--- config.mk ---
export PLATFORM = sky130hd
export DESIGN_NAME = mbsrh_handler
export DESIGN_NICKNAME = d
export VERILOG_FILES = /design/src/hdl/mbsrh_pkg.sv /design/src/hdl/mbsrh_handler.sv /design/src/hdl/mbsrh_timer.sv
export VERILOG_INCLUDE_DIRS = /design/src /design/src/hdl
export SDC_FILE = /design/constraint.sdc
export NUM_CORES = 1
export LEC_CHECK = 0
export BUFFER_PORTS_ARGS = -buffer_cell sky130_fd_sc_hd__buf_2
export CAP_MARGIN = 20
export CORE_ASPECT_RATIO = 2
export CORE_MARGIN = 1.5
export CORE_UTILIZATION = 42
export CTS_CLUSTER_DIAMETER = 50
export DETAILED_ROUTE_END_ITERATION = 10
export RECOVER_POWER = 25
export SLEW_MARGIN = 5
export SYNTH_ARGS = -nofsm -noshare
export SYNTH_HDL_FRONTEND = slang
export SYNTH_SLANG_ARGS = --single-unit
--- constraint.sdc ---
create_clock -name clk_sys -period 11 [get_ports clk_sys]
set_clock_uncertainty 0.2 [all_clocks]
set_input_delay 1.1 -clock clk_sys [delete_from_list [all_inputs] [get_ports clk_sys]]
set_output_delay 1.1 -clock clk_sys [all_outputs]
set_load 0.03 [all_outputs]
--- src/hdl/mbsrh_consts.svh ---
/*
  Constants for the slave request handler: timing, register
  offsets, limits and codes. Assumes the includer sets the nettype.
*/
// What this block does
// - Answer local 500 ms, fan 1 s.
// - Accept only codes 03, 04, 06, 16.
// - Limit 14 local, 9 fan registers.
// - Fan registers served in every mode.
// - Passthrough mode freezes per-fan local registers.
// - Otherwise per-fan registers track display values.
// - Fan reads proceed without stopping control.
// - Summary values at input registers 1 to 6.
// - Speed writes act only in three modes.
// - Speed follows array register or setpoint low word.
// - 32-bit values split high-word-first across registers.
`ifndef MBSRH_CONSTS_SVH
`define MBSRH_CONSTS_SVH
// ==========================================================
// Timing
`define MBSRH_CLK_MHZ          250
`define MBSRH_LOCAL_MS         500
`define MBSRH_FAN_MS           1000
`define MBSRH_LOCAL_CYC        (`MBSRH_LOCAL_MS * 250000)
`define MBSRH_FAN_CYC          (`MBSRH_FAN_MS * 250000)
// ==========================================================
// Function codes and exceptions
`define MBSRH_FC_RD_HOLD       8'h03
`define MBSRH_FC_RD_INPUT      8'h04
`define MBSRH_FC_WR_SINGLE     8'h06
`define MBSRH_FC_WR_MULTI      8'h10
`define MBSRH_EX_ILL_FUNC      8'h01
`define MBSRH_EX_ILL_VALUE     8'h03
`define MBSRH_MAX_LOCAL        16'h000e
`define MBSRH_MAX_FAN          16'h0009
// ==========================================================
// Register map
`define MBSRH_HR_MODE          16'h0000
`define MBSRH_HR_ARRAY_SPEED   16'h0004
`define MBSRH_HR_SETP_HI       16'h0010
`define MBSRH_HR_SETP_LO       16'h0011
`define MBSRH_HR_LOCAL_TOP     16'h0017
`define MBSRH_IR_TOP           16'h000d
`define MBSRH_FAN_BASE         16'h1000
`define MBSRH_FAN_REGS         4
`endif

--- src/hdl/mbsrh_pkg.sv ---
/*
  Types for the request handler. Assumes consts header beside it.
*/
package mbsrh_pkg;
  typedef enum logic [2:0] {
    MBSRH_MODE_MONITOR,
    MBSRH_MODE_DRIVE,
    MBSRH_MODE_CONST,
    MBSRH_MODE_PASS,
    MBSRH_MODE_OTHER
  } mbsrh_mode_t;
  typedef struct packed {
    logic [7:0]  func;
    logic [15:0] addr;
    logic [15:0] count;
    logic [15:0] wdata;
  } mbsrh_req_t;
  typedef struct packed {
    logic        exc;
    logic [7:0]  code;
    logic [15:0] rdata;
  } mbsrh_rsp_t;
  typedef struct packed {
    logic [15:0] power;
    logic [15:0] speed;
    logic [15:0] temp;
  } mbsrh_fan_t;
endpackage

--- src/hdl/mbsrh_handler.sv ---
/*
  Slave request handler: validates decoded requests, serves local
  registers, relays fan registers, gates speed control by mode.
  Assumes framing and CRC are done outside; one request at a time.
*/
`include "mbsrh_consts.svh"
`timescale 1ns/100ps
`default_nettype none
module mbsrh_handler #(
  parameter int NFAN      = 4,
  parameter int LOCAL_CYC = `MBSRH_LOCAL_CYC,
  parameter int FAN_CYC   = `MBSRH_FAN_CYC
) (
  input  wire logic                       clk_sys,
  input  wire logic                       arst_n,
  input  wire logic                       req_valid,
  input  wire mbsrh_pkg::mbsrh_req_t      req,
  output logic                            req_ready,
  output logic                            rsp_valid,
  output mbsrh_pkg::mbsrh_rsp_t           rsp,
  output logic                            rsp_last,
  input  wire mbsrh_pkg::mbsrh_fan_t [NFAN-1:0] fan_live,
  input  wire logic [15:0]                sum_vals [0:5],
  input  wire logic [31:0]                total_power,
  output logic                            fan_req,
  output logic [15:0]                     fan_addr,
  input  wire logic                       fan_ack,
  input  wire logic [15:0]                fan_rdata,
  output logic [15:0]                     speed_cmd,
  output logic                            timeout_err
);
  import mbsrh_pkg::*;
  typedef enum logic [2:0] {S_IDLE, S_CHECK, S_LOCAL, S_FAN_REQ, S_FAN_WAIT, S_DONE} mbsrh_st_t;
  mbsrh_st_t   st_q, st_d;
  mbsrh_req_t  cur_q;
  logic [15:0] idx_q;
  logic [15:0] hold_q [0:23];
  mbsrh_fan_t [NFAN-1:0] fan_store_q;
  logic [15:0] speed_q;
  logic        rsp_valid_q, rsp_last_q, fan_req_q, tout_q;
  mbsrh_rsp_t  rsp_q;
  mbsrh_mode_t mode;
  // ==========================================================
  // Request classification
  wire is_read   = cur_q.func == `MBSRH_FC_RD_HOLD || cur_q.func == `MBSRH_FC_RD_INPUT;
  wire is_write  = cur_q.func == `MBSRH_FC_WR_SINGLE || cur_q.func == `MBSRH_FC_WR_MULTI;
  wire func_ok   = is_read || is_write;
  wire is_fan    = cur_q.func != `MBSRH_FC_RD_INPUT && cur_q.addr >= `MBSRH_FAN_BASE;
  wire [15:0] nreg = (cur_q.func == `MBSRH_FC_WR_SINGLE) ? 16'h0001 : cur_q.count;
  wire len_ok    = nreg != 16'h0000 &&
                   nreg <= (is_fan ? `MBSRH_MAX_FAN : `MBSRH_MAX_LOCAL);
  wire [15:0] ra = cur_q.addr + idx_q;
  wire last_word = (idx_q + 16'h0001) >= nreg;
  wire timed_out;
  assign mode = (hold_q[0][2:0] <= 3'h3) ? mbsrh_mode_t'(hold_q[0][2:0]) : MBSRH_MODE_OTHER;
  wire ctl_ok = mode == MBSRH_MODE_DRIVE || mode == MBSRH_MODE_CONST ||
                mode == MBSRH_MODE_PASS;
  wire [31:0] setp = {hold_q[16], hold_q[17]};
  // ==========================================================
  // Local read mux, split 32-bit values high word first
  logic [15:0] local_rd;
  always_comb begin
    local_rd = 16'h0000;
    if (cur_q.func == `MBSRH_FC_RD_INPUT) begin
      if (ra >= 16'h0001 && ra <= 16'h0006) begin
        local_rd = sum_vals[ra[2:0] - 3'h1];
      end else if (ra == 16'h0007) begin
        local_rd = total_power[31:16];
      end else if (ra == 16'h0008) begin
        local_rd = total_power[15:0];
      end
    end else if (ra < 16'h0018) begin
      local_rd = hold_q[ra[4:0]];
    end else if (ra < 16'h0018 + NFAN * 3) begin
      local_rd = 16'(fan_store_q[(ra - 16'h0018) / 3] >> (16 * (2 - (ra - 16'h0018) % 3)));
    end
  end
  // ==========================================================
  // Deadline watch: local 500 ms, fan 1 s
  mbsrh_timer #(.W(30)) u_timer (
    .clk_sys (clk_sys),
    .arst_n  (arst_n),
    .start   (st_q == S_IDLE && req_valid),
    .limit   (is_fan ? 30'(FAN_CYC) : 30'(LOCAL_CYC)),
    .stop    (st_q == S_DONE),
    .expired (timed_out)
  );
  // ==========================================================
  // Sequencer
  always_comb begin
    st_d = st_q;
    case (st_q)
      S_IDLE:     if (req_valid) st_d = S_CHECK;
      S_CHECK:    st_d = (!func_ok || !len_ok) ? S_DONE : (is_fan ? S_FAN_REQ : S_LOCAL);
      S_LOCAL:    if (last_word) st_d = S_DONE;
      S_FAN_REQ:  st_d = S_FAN_WAIT;
      S_FAN_WAIT: if (fan_ack) st_d = last_word ? S_DONE : S_FAN_REQ;
                  else if (timed_out) st_d = S_DONE;
      S_DONE:     st_d = S_IDLE;
      default:    st_d = S_IDLE;
    endcase
  end
  always_ff @(posedge clk_sys or negedge arst_n) begin
    if (!arst_n) st_q <= S_IDLE;
    else st_q <= st_d;
  end
  // Request capture and word index
  always_ff @(posedge clk_sys or negedge arst_n) begin
    if (!arst_n) begin
      cur_q <= '0;
      idx_q <= 16'h0000;
    end else if (st_q == S_IDLE && req_valid) begin
      cur_q <= req;
      idx_q <= 16'h0000;
    end else if ((st_q == S_LOCAL) || (st_q == S_FAN_WAIT && fan_ack)) begin
      idx_q <= idx_q + 16'h0001;
    end
  end
  // ==========================================================
  // Holding registers; untouched on any refused request
  always_ff @(posedge clk_sys or negedge arst_n) begin
    if (!arst_n) begin
      for (int i = 0; i < 24; i++) hold_q[i] <= 16'h0000;
    end else if (st_q == S_LOCAL && is_write && ra < 16'h0018) begin
      hold_q[ra[4:0]] <= cur_q.wdata;
    end
  end
  // Per-fan mirror tracks live values except in passthrough
  generate
    for (genvar f = 0; f < NFAN; f++) begin : g_fan
      always_ff @(posedge clk_sys or negedge arst_n) begin
        if (!arst_n) fan_store_q[f] <= '0;
        else if (mode != MBSRH_MODE_PASS) fan_store_q[f] <= fan_live[f];
      end
    end
  endgenerate
  // Speed follows array register or setpoint by mode
  always_ff @(posedge clk_sys or negedge arst_n) begin
    if (!arst_n) speed_q <= 16'h0000;
    else if (ctl_ok && mode == MBSRH_MODE_CONST) speed_q <= setp[15:0];
    else if (ctl_ok) speed_q <= hold_q[4];
  end
  // ==========================================================
  // Response, fan request and timeout outputs, all registered; fan_addr is combinational
  always_ff @(posedge clk_sys or negedge arst_n) begin
    if (!arst_n) begin
      rsp_valid_q <= 1'b0;
      rsp_last_q  <= 1'b0;
      rsp_q       <= '0;
      fan_req_q   <= 1'b0;
      tout_q      <= 1'b0;
    end else begin
      rsp_valid_q <= 1'b0;
      rsp_last_q  <= 1'b0;
      fan_req_q   <= st_d == S_FAN_REQ;
      if (st_q == S_CHECK && !func_ok) begin
        rsp_valid_q <= 1'b1;
        rsp_last_q  <= 1'b1;
        rsp_q       <= '{exc: 1'b1, code: `MBSRH_EX_ILL_FUNC, rdata: 16'h0000};
      end else if (st_q == S_CHECK && !len_ok) begin
        rsp_valid_q <= 1'b1;
        rsp_last_q  <= 1'b1;
        rsp_q       <= '{exc: 1'b1, code: `MBSRH_EX_ILL_VALUE, rdata: 16'h0000};
      end else if (st_q == S_LOCAL) begin
        rsp_valid_q <= 1'b1;
        rsp_last_q  <= last_word;
        rsp_q       <= '{exc: 1'b0, code: cur_q.func, rdata: local_rd};
      end else if (st_q == S_FAN_WAIT && fan_ack) begin
        rsp_valid_q <= 1'b1;
        rsp_last_q  <= last_word;
        rsp_q       <= '{exc: 1'b0, code: cur_q.func, rdata: fan_rdata};
      end
      if (st_q == S_FAN_WAIT && !fan_ack && timed_out) tout_q <= 1'b1;
      else if (st_q == S_IDLE && req_valid) tout_q <= 1'b0;
    end
  end
  assign req_ready   = st_q == S_IDLE;
  assign rsp_valid   = rsp_valid_q;
  assign rsp_last    = rsp_last_q;
  assign rsp         = rsp_q;
  assign fan_req     = fan_req_q;
  assign fan_addr    = ra - `MBSRH_FAN_BASE;
  assign speed_cmd   = speed_q;
  assign timeout_err = tout_q;
endmodule // mbsrh_handler
`default_nettype wire

--- src/hdl/mbsrh_timer.sv ---
/*
  Deadline counter: starts on a pulse, flags expiry. Single clock.
*/
`timescale 1ns/100ps
`default_nettype none
module mbsrh_timer #(
  parameter int W = 30
) (
  input  wire logic         clk_sys,
  input  wire logic         arst_n,
  input  wire logic         start,
  input  wire logic [W-1:0] limit,
  input  wire logic         stop,
  output logic              expired
);
  logic [W-1:0] cnt_q;
  logic         run_q;
  // ==========================================================
  // Counter runs until stop or limit
  always_ff @(posedge clk_sys or negedge arst_n) begin
    if (!arst_n) begin
      cnt_q <= '0;
      run_q <= 1'b0;
    end else if (start) begin
      cnt_q <= '0;
      run_q <= 1'b1;
    end else if (stop || expired) begin
      run_q <= 1'b0;
    end else if (run_q) begin
      cnt_q <= cnt_q + 1'b1;
    end
  end
  assign expired = run_q && (cnt_q >= limit);
endmodule // mbsrh_timer
`default_nettype wire

== Word level (Yosys, flattened, before mapping) ==
Index checks and enable logic that the tools add are counted.

* Eq/ne operators: 18
* Divide/modulo/power cells: 2
* Bitwise operators: 2
* Shift operators: 1
* Multiplexer cells: 52
* Add/sub/neg operators: 7
* Reductions and logical operators: 34
* Order comparisons: 13

{| class="wikitable"
|+ Operator list
! cell !! number
|-
| $bwmux W384 || 1
|-
| $mux W16 || 16
|-
| $mux W25 || 4
|-
| $bmux W48 S2 || 1
|-
| $mux W30 || 3
|-
| $bmux W16 S5 || 1
|-
| $demux W16 S5 || 1
|-
| $bmux W16 S3 || 1
|-
| $mux W48 || 1
|-
| $shr A48 B32 Y16 || 1
|-
| $div A32 B2 Y32 const B || 1
|-
| $lt A32 B3 Y1 const B || 1
|-
| $mod A32 B2 Y32 const B || 1
|-
| $add A30 B1 Y30 const B || 1
|-
| $ge A30 B28 Y1 || 1
|-
| $mux W28 || 1
|-
| $sub A2 B28 Y28 const A || 1
|-
| $mux W3 || 8
|-
| $sub A16 B5 Y17 const B || 1
|-
| $add A16 B1 Y16 const B || 1
|-
| $add A16 B16 Y16 || 1
|-
| $eq A16 B3 Y1 const B || 1
|-
| $eq A16 B4 Y1 const B || 1
|-
| $eq A8 B3 Y1 const B || 2
|-
| other kinds (33) || 77
|}

* Bits of input ports: 396
* Register bits after elaboration: 727
* Output and inout port bits: 62
* Logic and storage cells: 181

== Depth between registers and ports, before layout ==
Gate-level depths: netlist of run 1.

* Depth in word-level cells: 12
* Gate-level depth with buffers: 55
* Mapped depth without buffers: 48

== Hierarchy ==
From an unflattened synthesis of run 1, not the netlist that was laid out.

* Cell total of the unflattened synthesis: 3,274
* Area, all modules: 39,694.3 um2

{| class="wikitable"
|+ Modules (own cells, without submodules)
! module !! area an instance (um2) !! times used !! sequential area each (um2) !! cells each
|-
| mbsrh_handler || 36,782.8 || 1 || 17,416.7 || 2,983
|-
| mbsrh_timer || 2,911.5 || 1 || 775.7 || 291
|}

== Worst setup path after synthesis of run 1 ==
No wires, ideal clock.

* Kind: register to register
* Start point: register idx_q[1]
* End point: register rsp_q, in the netlist rsp[11]
* Path buffers: 9
* Arrival time: 12,286 ps
* Stages on the path, launching flop included: 54
* Required time: 10,724 ps
* Clock period less this slack: 12,563 ps
* Path slack: -1,563 ps
* Setup time: 76 ps
* Cells stage by stage: dfrtp_1 > ha_1 > a21o_1 > a21oi_1 > xnor2_1 > clkbuf_1 > clkbuf_1 > clkbuf_1 > ha_1 > a211oi_1 > nand3b_1 > nor3_1 > xnor2_1 > nand2_1 > nor2_1 > nand3_1 > ha_1 > clkbuf_1 > (+18 left out) > o21a_1 > ha_1 > a31o_1 > a311oi_2 > xnor2_1 > ha_1 > inv_1 > o31ai_1 > nor2_1 > clkbuf_1 > clkbuf_1 > mux2_2 > ha_1 > clkbuf_1 > clkbuf_1 > o21ai_0 > a21o_1 > o21ai_1

* Longest elaborated chain between the ends: 12
* Elaborated cells between the ends (all ways): 33
* Classes of those cells: add/sub: 4; div: 2; order compare: 4; eq/ne: 2; shift: 1; mux: 17; bitwise: 2; reduce/logical: 1

{| class="wikitable"
|+ RTL lines
! element !! line !! source
|-
| start, declared || mbsrh_handler.sv:36 || <nowiki>logic [15:0] idx_q;</nowiki>
|-
| start signal, assigned || mbsrh_handler.sv:116 || <nowiki>idx_q <= idx_q + 16'h0001;</nowiki>
|-
| $add A16 B16 Y16 * || mbsrh_handler.sv:52 || <nowiki>wire [15:0] ra = cur_q.addr + idx_q;</nowiki>
|-
| branches (longest 7 deep; another with $mod A32 B2 Y32) || -- ||
|-
| $mux W16 * || mbsrh_handler.sv:64 || <nowiki>if (cur_q.func == `MBSRH_FC_RD_INPUT) begin</nowiki>
|-
| $mux W25 * || mbsrh_handler.sv:164 || <nowiki>end else if (st_q == S_LOCAL) begin</nowiki>
|-
| $mux W25 * || mbsrh_handler.sv:160 || <nowiki>end else if (st_q == S_CHECK && !len_ok) begin</nowiki>
|-
| $mux W25 * || mbsrh_handler.sv:156 || <nowiki>if (st_q == S_CHECK && !func_ok) begin</nowiki>
|-
| end signal, assigned || mbsrh_handler.sv:159 || <nowiki>rsp_q <= '{exc: 1'b1, code: `MBSRH_EX_ILL_FUNC, rdata: 16'h0000};</nowiki>
|-
| end signal, assigned || mbsrh_handler.sv:163 || <nowiki>rsp_q <= '{exc: 1'b1, code: `MBSRH_EX_ILL_VALUE, rdata: 16'h0000};</nowiki>
|-
| end signal, assigned || mbsrh_handler.sv:167 || <nowiki>rsp_q <= '{exc: 1'b0, code: cur_q.func, rdata: local_rd};</nowiki>
|-
| end, declared || mbsrh_handler.sv:41 || <nowiki>mbsrh_rsp_t rsp_q;</nowiki>
|}

Mark *: on every way between the ends. The select of a mux whose other input is x is not followed.
A chain may end at the register's enable or synchronous reset.

== Worst setup path after layout of run 1 ==
* Start point: register idx_q[0]
* End point: register rsp_q, in the netlist rsp[9]

Same word-level chain as after synthesis.

==> results of run 1 <==
critical path: cells and delay by family, from the launching register on:
family | cells | cell delay [ps]
muxes | 5 | 1190
adders and majority gates | 6 | 1530
AOI/OAI and AO/OA | 19 | 4190
and+or+nand+nor | 14 | 2040
buffers and inverters | 6 | 870
xor gates and xnor gates | 1 | 110
DFF | 1 | 410
area by class of cell:
cell class | count | area [um2] | area share (%)
Clock buffer | 99 | 2060 | 4.57
Multi-Input combinational cell | 2325 | 19400 | 42.9
Tap cell | 1177 | 1470 | 3.26
Antenna cell | 3 | 7.51 | 0.0166
Sequential cell | 727 | 18200 | 40.3
Timing Repair Buffer | 612 | 3560 | 7.89
Inverter | 36 | 135 | 0.299
Clock inverter | 27 | 324 | 0.718
what timing repair did:
item,in CTS,in global routing
resized for setup,1,63
setup endpoints to repair,16,16
pin swaps,2,29
setup buffers,4,25
worst paths after layout:
| check | startpoint | endpoint | slack, ps | cells past startpoint |
|---|---|---|---|---|
| worst min register to register | cur_q[16] | cur_q[16] | 270 | 2 |
| min in group asynchronous | arst_n | u_timer.cnt_q[3] | 2690 | 1 |
| max in group asynchronous | arst_n | cur_q[1] | 2950 | 2 |
| worst max-delay path | idx_q[0] | rsp[9] | 380 | 51 |
| worst max register to register | idx_q[0] | rsp[9] | 380 | 51 |
| worst min-delay path | cur_q[16] | cur_q[16] | 270 | 2 |
sequential cells by signal (all words and copies together), names as in the netlist:
register / cells
hold_q: 384
rsp_valid: 1
rsp_last: 1
cur_q: 56
fan_store_q: 192
speed_cmd: 16
u_timer.run_q: 1
u_timer.cnt_q: 30
fan_req: 1
idx_q: 16
timeout_err: 1
st_q: 3
rsp: 25
cells in the final DEF (no fill, tap or decap), drive strengths merged, types with 18 or more instances in the layout:
| cell | instances |
|---|---|
| and3 | 23 |
| mux2 | 586 |
| ha | 70 |
| a21o | 30 |
| a22oi | 20 |
| nor2 | 146 |
| clkinv | 18 |
| clkbuf | 107 |
| o31ai | 28 |
| xnor2 | 37 |
| a21oi | 129 |
| and2 | 20 |
| dfrtp | 727 |
| nand3 | 88 |
| nand2 | 517 |
| buf | 604 |
| mux2i | 40 |
| o21ai | 100 |
| nor3 | 53 |
| a221oi | 35 |
| xor2 | 38 |
| mux4 | 128 |
| inv | 39 |
cell families (layout without fill, tap and decap cells):
family	Yosys count	after routing	synth area share, %
AO/OA/AOI/OAI	469	469	8.25
flip-flops	727	727	47.9
XOR/XNOR	75	75	1.75
buffers and inverters	267	774	2.67
adder cells (fa/ha/maj)	71	71	2.36
AND/OR/NAND/NOR	953	953	11.1
multiplexers	754	754	26.0
other	1	6	0.00987
metal layers:
layer	wire [um]	global-route usage, %	vias up
li1	-	-	12900
met1	46200	30.7	14600
met2	62500	46.7	924
met3	6930	4.47	224
met4	5000	10.6	8
met5	44	0	-
through the flow:
step           hold WS, ps  cells  TNS (ps)  area [um2]
3_3_place_gp           256   4845     -2210       42200
5_1_grt                297   5004      -164       45100
2_1_floorplan          237   3319         0       38300
6_report               273   5006         0       45100
4_1_cts                277   4977         0       44700
3_5_place_dp           260   4847     -5640       42200
==> flow_summary.toml, run 1 <==
[floorplanning]
die_h_um = 428
dieArea_um2 = 92400
core_um2 = 89400
rows = 155
top_level_ports = 458
die_width_um = 216
start_util_pct = 42.5

[timing]
setup_violations = 0
slew_headroom_pct = -341
hold_violations = 0
setup_slack_ps = 383
max_slew.worst_pin.slew_ps = 6610
drv_slew = 312
period_share_pct = 96.5
period_minus_slack_ps = 10620
fmax_mhz = 94.2

[route]
drtPass1Iterations = 5
wirelength_mm = 121
first_iter_violations = 1809
post_drt_via_cell_ratio = 5.72
ant_nets = 0
num_vias = 28600
wire_per_inst_um = 24.1
remaining_drc_errors = 0

[synthesis]
synth_edf_count = 0
synth.top_cell.area_share_pct = 47.9
synth_seq_cells = 727
synthTopCellsByCount = "727 x dfrtp_1, 586 x mux2_2, 517 x nand2_1"
synth_async_sr_flop_share_pct = 100
ys_types = 80
seq_area_frac_synth_pct = 47.9
synthTopCellsByArea = "dfrtp_1 48%, mux2_2 17%, mux4_2 7.6%"
post-synth-top-count-cell = "dfrtp_1"
syn_inst = 3317
synth.avg_cell_area_um2 = 11.5
synth_area_leader_cell = "dfrtp_1"
yosysWarnings = 0
synth-main-ff-cell = "dfrtp_1"
syn_area_um2 = 38000

[cts]
cts-hold-fix-buffers = 0
clkTransAtPathRegs_ps = 70
cts_tree = "built"
clock_path_buffers = 3
cts.root.buffer_cell = "clkbuf_16"
clkSinkCount = 727
htree_levels = 3
clock_latency_ps = 680
cts_buffers = 71

[job]
drv_cap = 5

[critical_path]
crit_path_frequent_cell = "buf_4"
cp-end-kind = "flop"
start_kind = "flop"
critical_path.max_fanout = 8
crit_type = "reg -> reg"
required_ps = 11400
cp_slowest_cell = "o41a_1"
slowest_delay_ps = 480
cp.arrival_ps = 11020

[finish]
fill_cells = 8085
area_growth_pct = 18.8
drive_gt1_share_pct = 40.0
nNetsFinal = 4240
finish.utilization_pct = 50.5

[place]
globalplace.congestion = 0.906
numPortBuffers = 457
place_ws_ps = -374
place_hpwl_mm = 88.0

[run_status]
violations = "max-capacitance violations, max-slew violations"
status = "complete, but fails checks"

[global_route]
track_usage_pct = 26.1
grt.overflow.total = 0
grt_pass1_wl_mm = 183
antenna_found_initial = 6
grt_max_degree = 175
grt_pass1_vias = 29800

[min_path]
hold_class = "reg -> reg"
Power of run 1 is left out: the tool's default activity adds up to more than one toggle a clock period on the data nets, which glitch-free logic cannot reach.
==> run 2: changes to the inputs <==
--- a/config.mk
+++ b/config.mk
@@ -10,9 +10,10 @@
 export CAP_MARGIN = 20
 export CORE_ASPECT_RATIO = 2
 export CORE_MARGIN = 1.5
-export CORE_UTILIZATION = 42
+export CORE_UTILIZATION = 53
 export CTS_CLUSTER_DIAMETER = 50
 export DETAILED_ROUTE_END_ITERATION = 10
+export PLACE_DENSITY = 0.77
 export RECOVER_POWER = 25
 export SLEW_MARGIN = 5
 export SYNTH_ARGS = -nofsm -noshare
==> run 2 against run 1 <==
Effect of this change:
- the run still ends with max-capacitance violations, max-slew violations left
- critical endpoint is now rsp[0]
- design area shrank 0.78%
- sequential share of layout area grew 0.32 points
- highest routed layer unchanged
- maximum frequency shrank 1.2%
- core utilization grew 13 points
- worst hold slack gained 6.0 ps
- non-clock buffer count shrank 18
- via count grew 2.4%
- wire length shrank 3.9%
- critical path depth shrank 2
==> flow_summary.toml, run 2 (same netlist as run 1, synthesis figures left out) <==
[run_status]
status = "complete, but fails checks"
violations = "max-capacitance violations, max-slew violations"

[timing]
max_slew.worst_pin.slew_ps = 5490
period_share_pct = 97.7
setup_slack_ps = 251
drv_slew = 478
fmax_mhz = 93.0
hold_violations = 0
slew_headroom_pct = -266
rsz0062_at_grt = "yes"
period_minus_slack_ps = 10750
setup_violations = 0

[min_path]
hold_class = "reg -> reg"

[floorplanning]
top_level_ports = 458
die_h_um = 382
dieArea_um2 = 73400
core_um2 = 70800
start_util_pct = 53.7
die_width_um = 192
rows = 138

[cts]
cts_tree = "built"
cts-hold-fix-buffers = 0
clock_latency_ps = 630
clkSinkCount = 727
cts_buffers = 67
htree_levels = 3
clock_path_buffers = 3
cts.root.buffer_cell = "clkbuf_16"
clkTransAtPathRegs_ps = 80

[critical_path]
cp_top_family = "compound AO/OA/AOI/OAI gates"
required_ps = 11370
slowest_delay_ps = 620
critical_path.max_fanout = 8
cp_slowest_cell = "or4_4"
cp-end-kind = "flop"
crit_type = "reg -> reg"
critPathBufInv = 4
start_kind = "flop"
cp.arrival_ps = 11120

[global_route]
antenna_found_initial = 8
grt_pass1_vias = 30500
track_usage_pct = 31.7
grt_pass1_wl_mm = 175
grt_max_degree = 193
grt.overflow.total = 0

[place]
placed_cell_area_um2 = 41600
numPortBuffers = 457
place_hpwl_mm = 83.2
globalplace.congestion = 0.932
place_ws_ps = -289

[route]
drtPass1Iterations = 5
post_drt_via_cell_ratio = 6.21
ant_nets = 0
num_vias = 29300
wirelength_mm = 116
wire_per_inst_um = 24.6
first_iter_violations = 1872
remaining_drc_errors = 0

[finish]
largest_reg_flops = 384
multi_input_area_um2 = 19500
top_register = "hold_q"
drive_gt1_share_pct = 40.4
final_common_cell = "dfrtp_1"
largestRegisters = "hold_q (384), fan_store_q (192), cur_q (56)"
final_cell_mix = "727 x dfrtp_1, 584 x mux2_2, 516 x nand2_1"
area_growth_pct = 17.9
nNetsFinal = 4219
final-seq-area_um2 = 18200
fill_cells = 5536
finish.utilization_pct = 63.3
final_cell_area_um2 = 44800

[job]
drv_cap = 6
## run 2: cell types whose count changed in the layout (fill, tap and decap cells not counted), sizes merged
cell,previous run,this run
inv,39,36
clkdlybuf4s15,0,1
buf,604,584
clkbuf,107,101
o31ai,28,29
diode,3,6
clkinvlp,2,3
bufinv,4,6
clkinv,18,20
## run 2: worst paths after layout
kind | startpoint | to | slack [ps] | cells past startpoint
setup / recovery | cur_q[32] | rsp[0] | 250 | 49
hold / removal | speed_cmd[0] | speed_cmd[0] | 280 | 2
setup reg to reg | cur_q[32] | rsp[0] | 250 | 49
hold reg to reg | speed_cmd[0] | speed_cmd[0] | 280 | 2
max in group asynchronous | arst_n | hold_q[184] | 1850 | 3
min in group asynchronous | arst_n | hold_q[283] | 2280 | 1
## run 2: per-layer routing
| layer | global-route usage [%] | part of all wire (%) | vias to the layer above |
|---|---|---|---|
| li1 | - | - | 12800 |
| met1 | 36.9 | 36 | 14800 |
| met2 | 53.9 | 51 | 1308 |
| met3 | 6.22 | 7.6 | 352 |
| met4 | 17.9 | 5.9 | 6 |
| met5 | 0 | 0.037 | - |
## run 2: per-stage QoR
stage,TNS [ps],hold slack [ps],std cells
2_1_floorplan,0,237,3319
3_3_place_gp,0,255,4544
3_5_place_dp,-3570,265,4547
4_1_cts,0,280,4673
5_1_grt,-4700,298,4718
6_report,0,279,4720
## run 2: worst min-delay path: cells and delay by family (launching register included)
family          cells  cell delay (ps)
flops               1              340
compound gates      1               60
simple gates        1               40
## run 2: layout make-up
cell class | instances | share of cell area (%)
clock inverters | 29 | 0.916
diodes | 6 | 0.0335
flip-flops and latches | 727 | 40.6
repair buffers | 594 | 7.62
multi-input cells | 2326 | 43.5
well taps | 910 | 2.54
inverters | 36 | 0.302
clock buffers | 92 | 4.45
## run 2: what timing repair did
item,4_1_cts,5_1_grt
gates cloned,0,3
setup buffers,5,37
pin swaps,2,40
gates resized for setup,4,63
setup endpoints to repair,16,16
Power of run 2 is left out for the same reason.
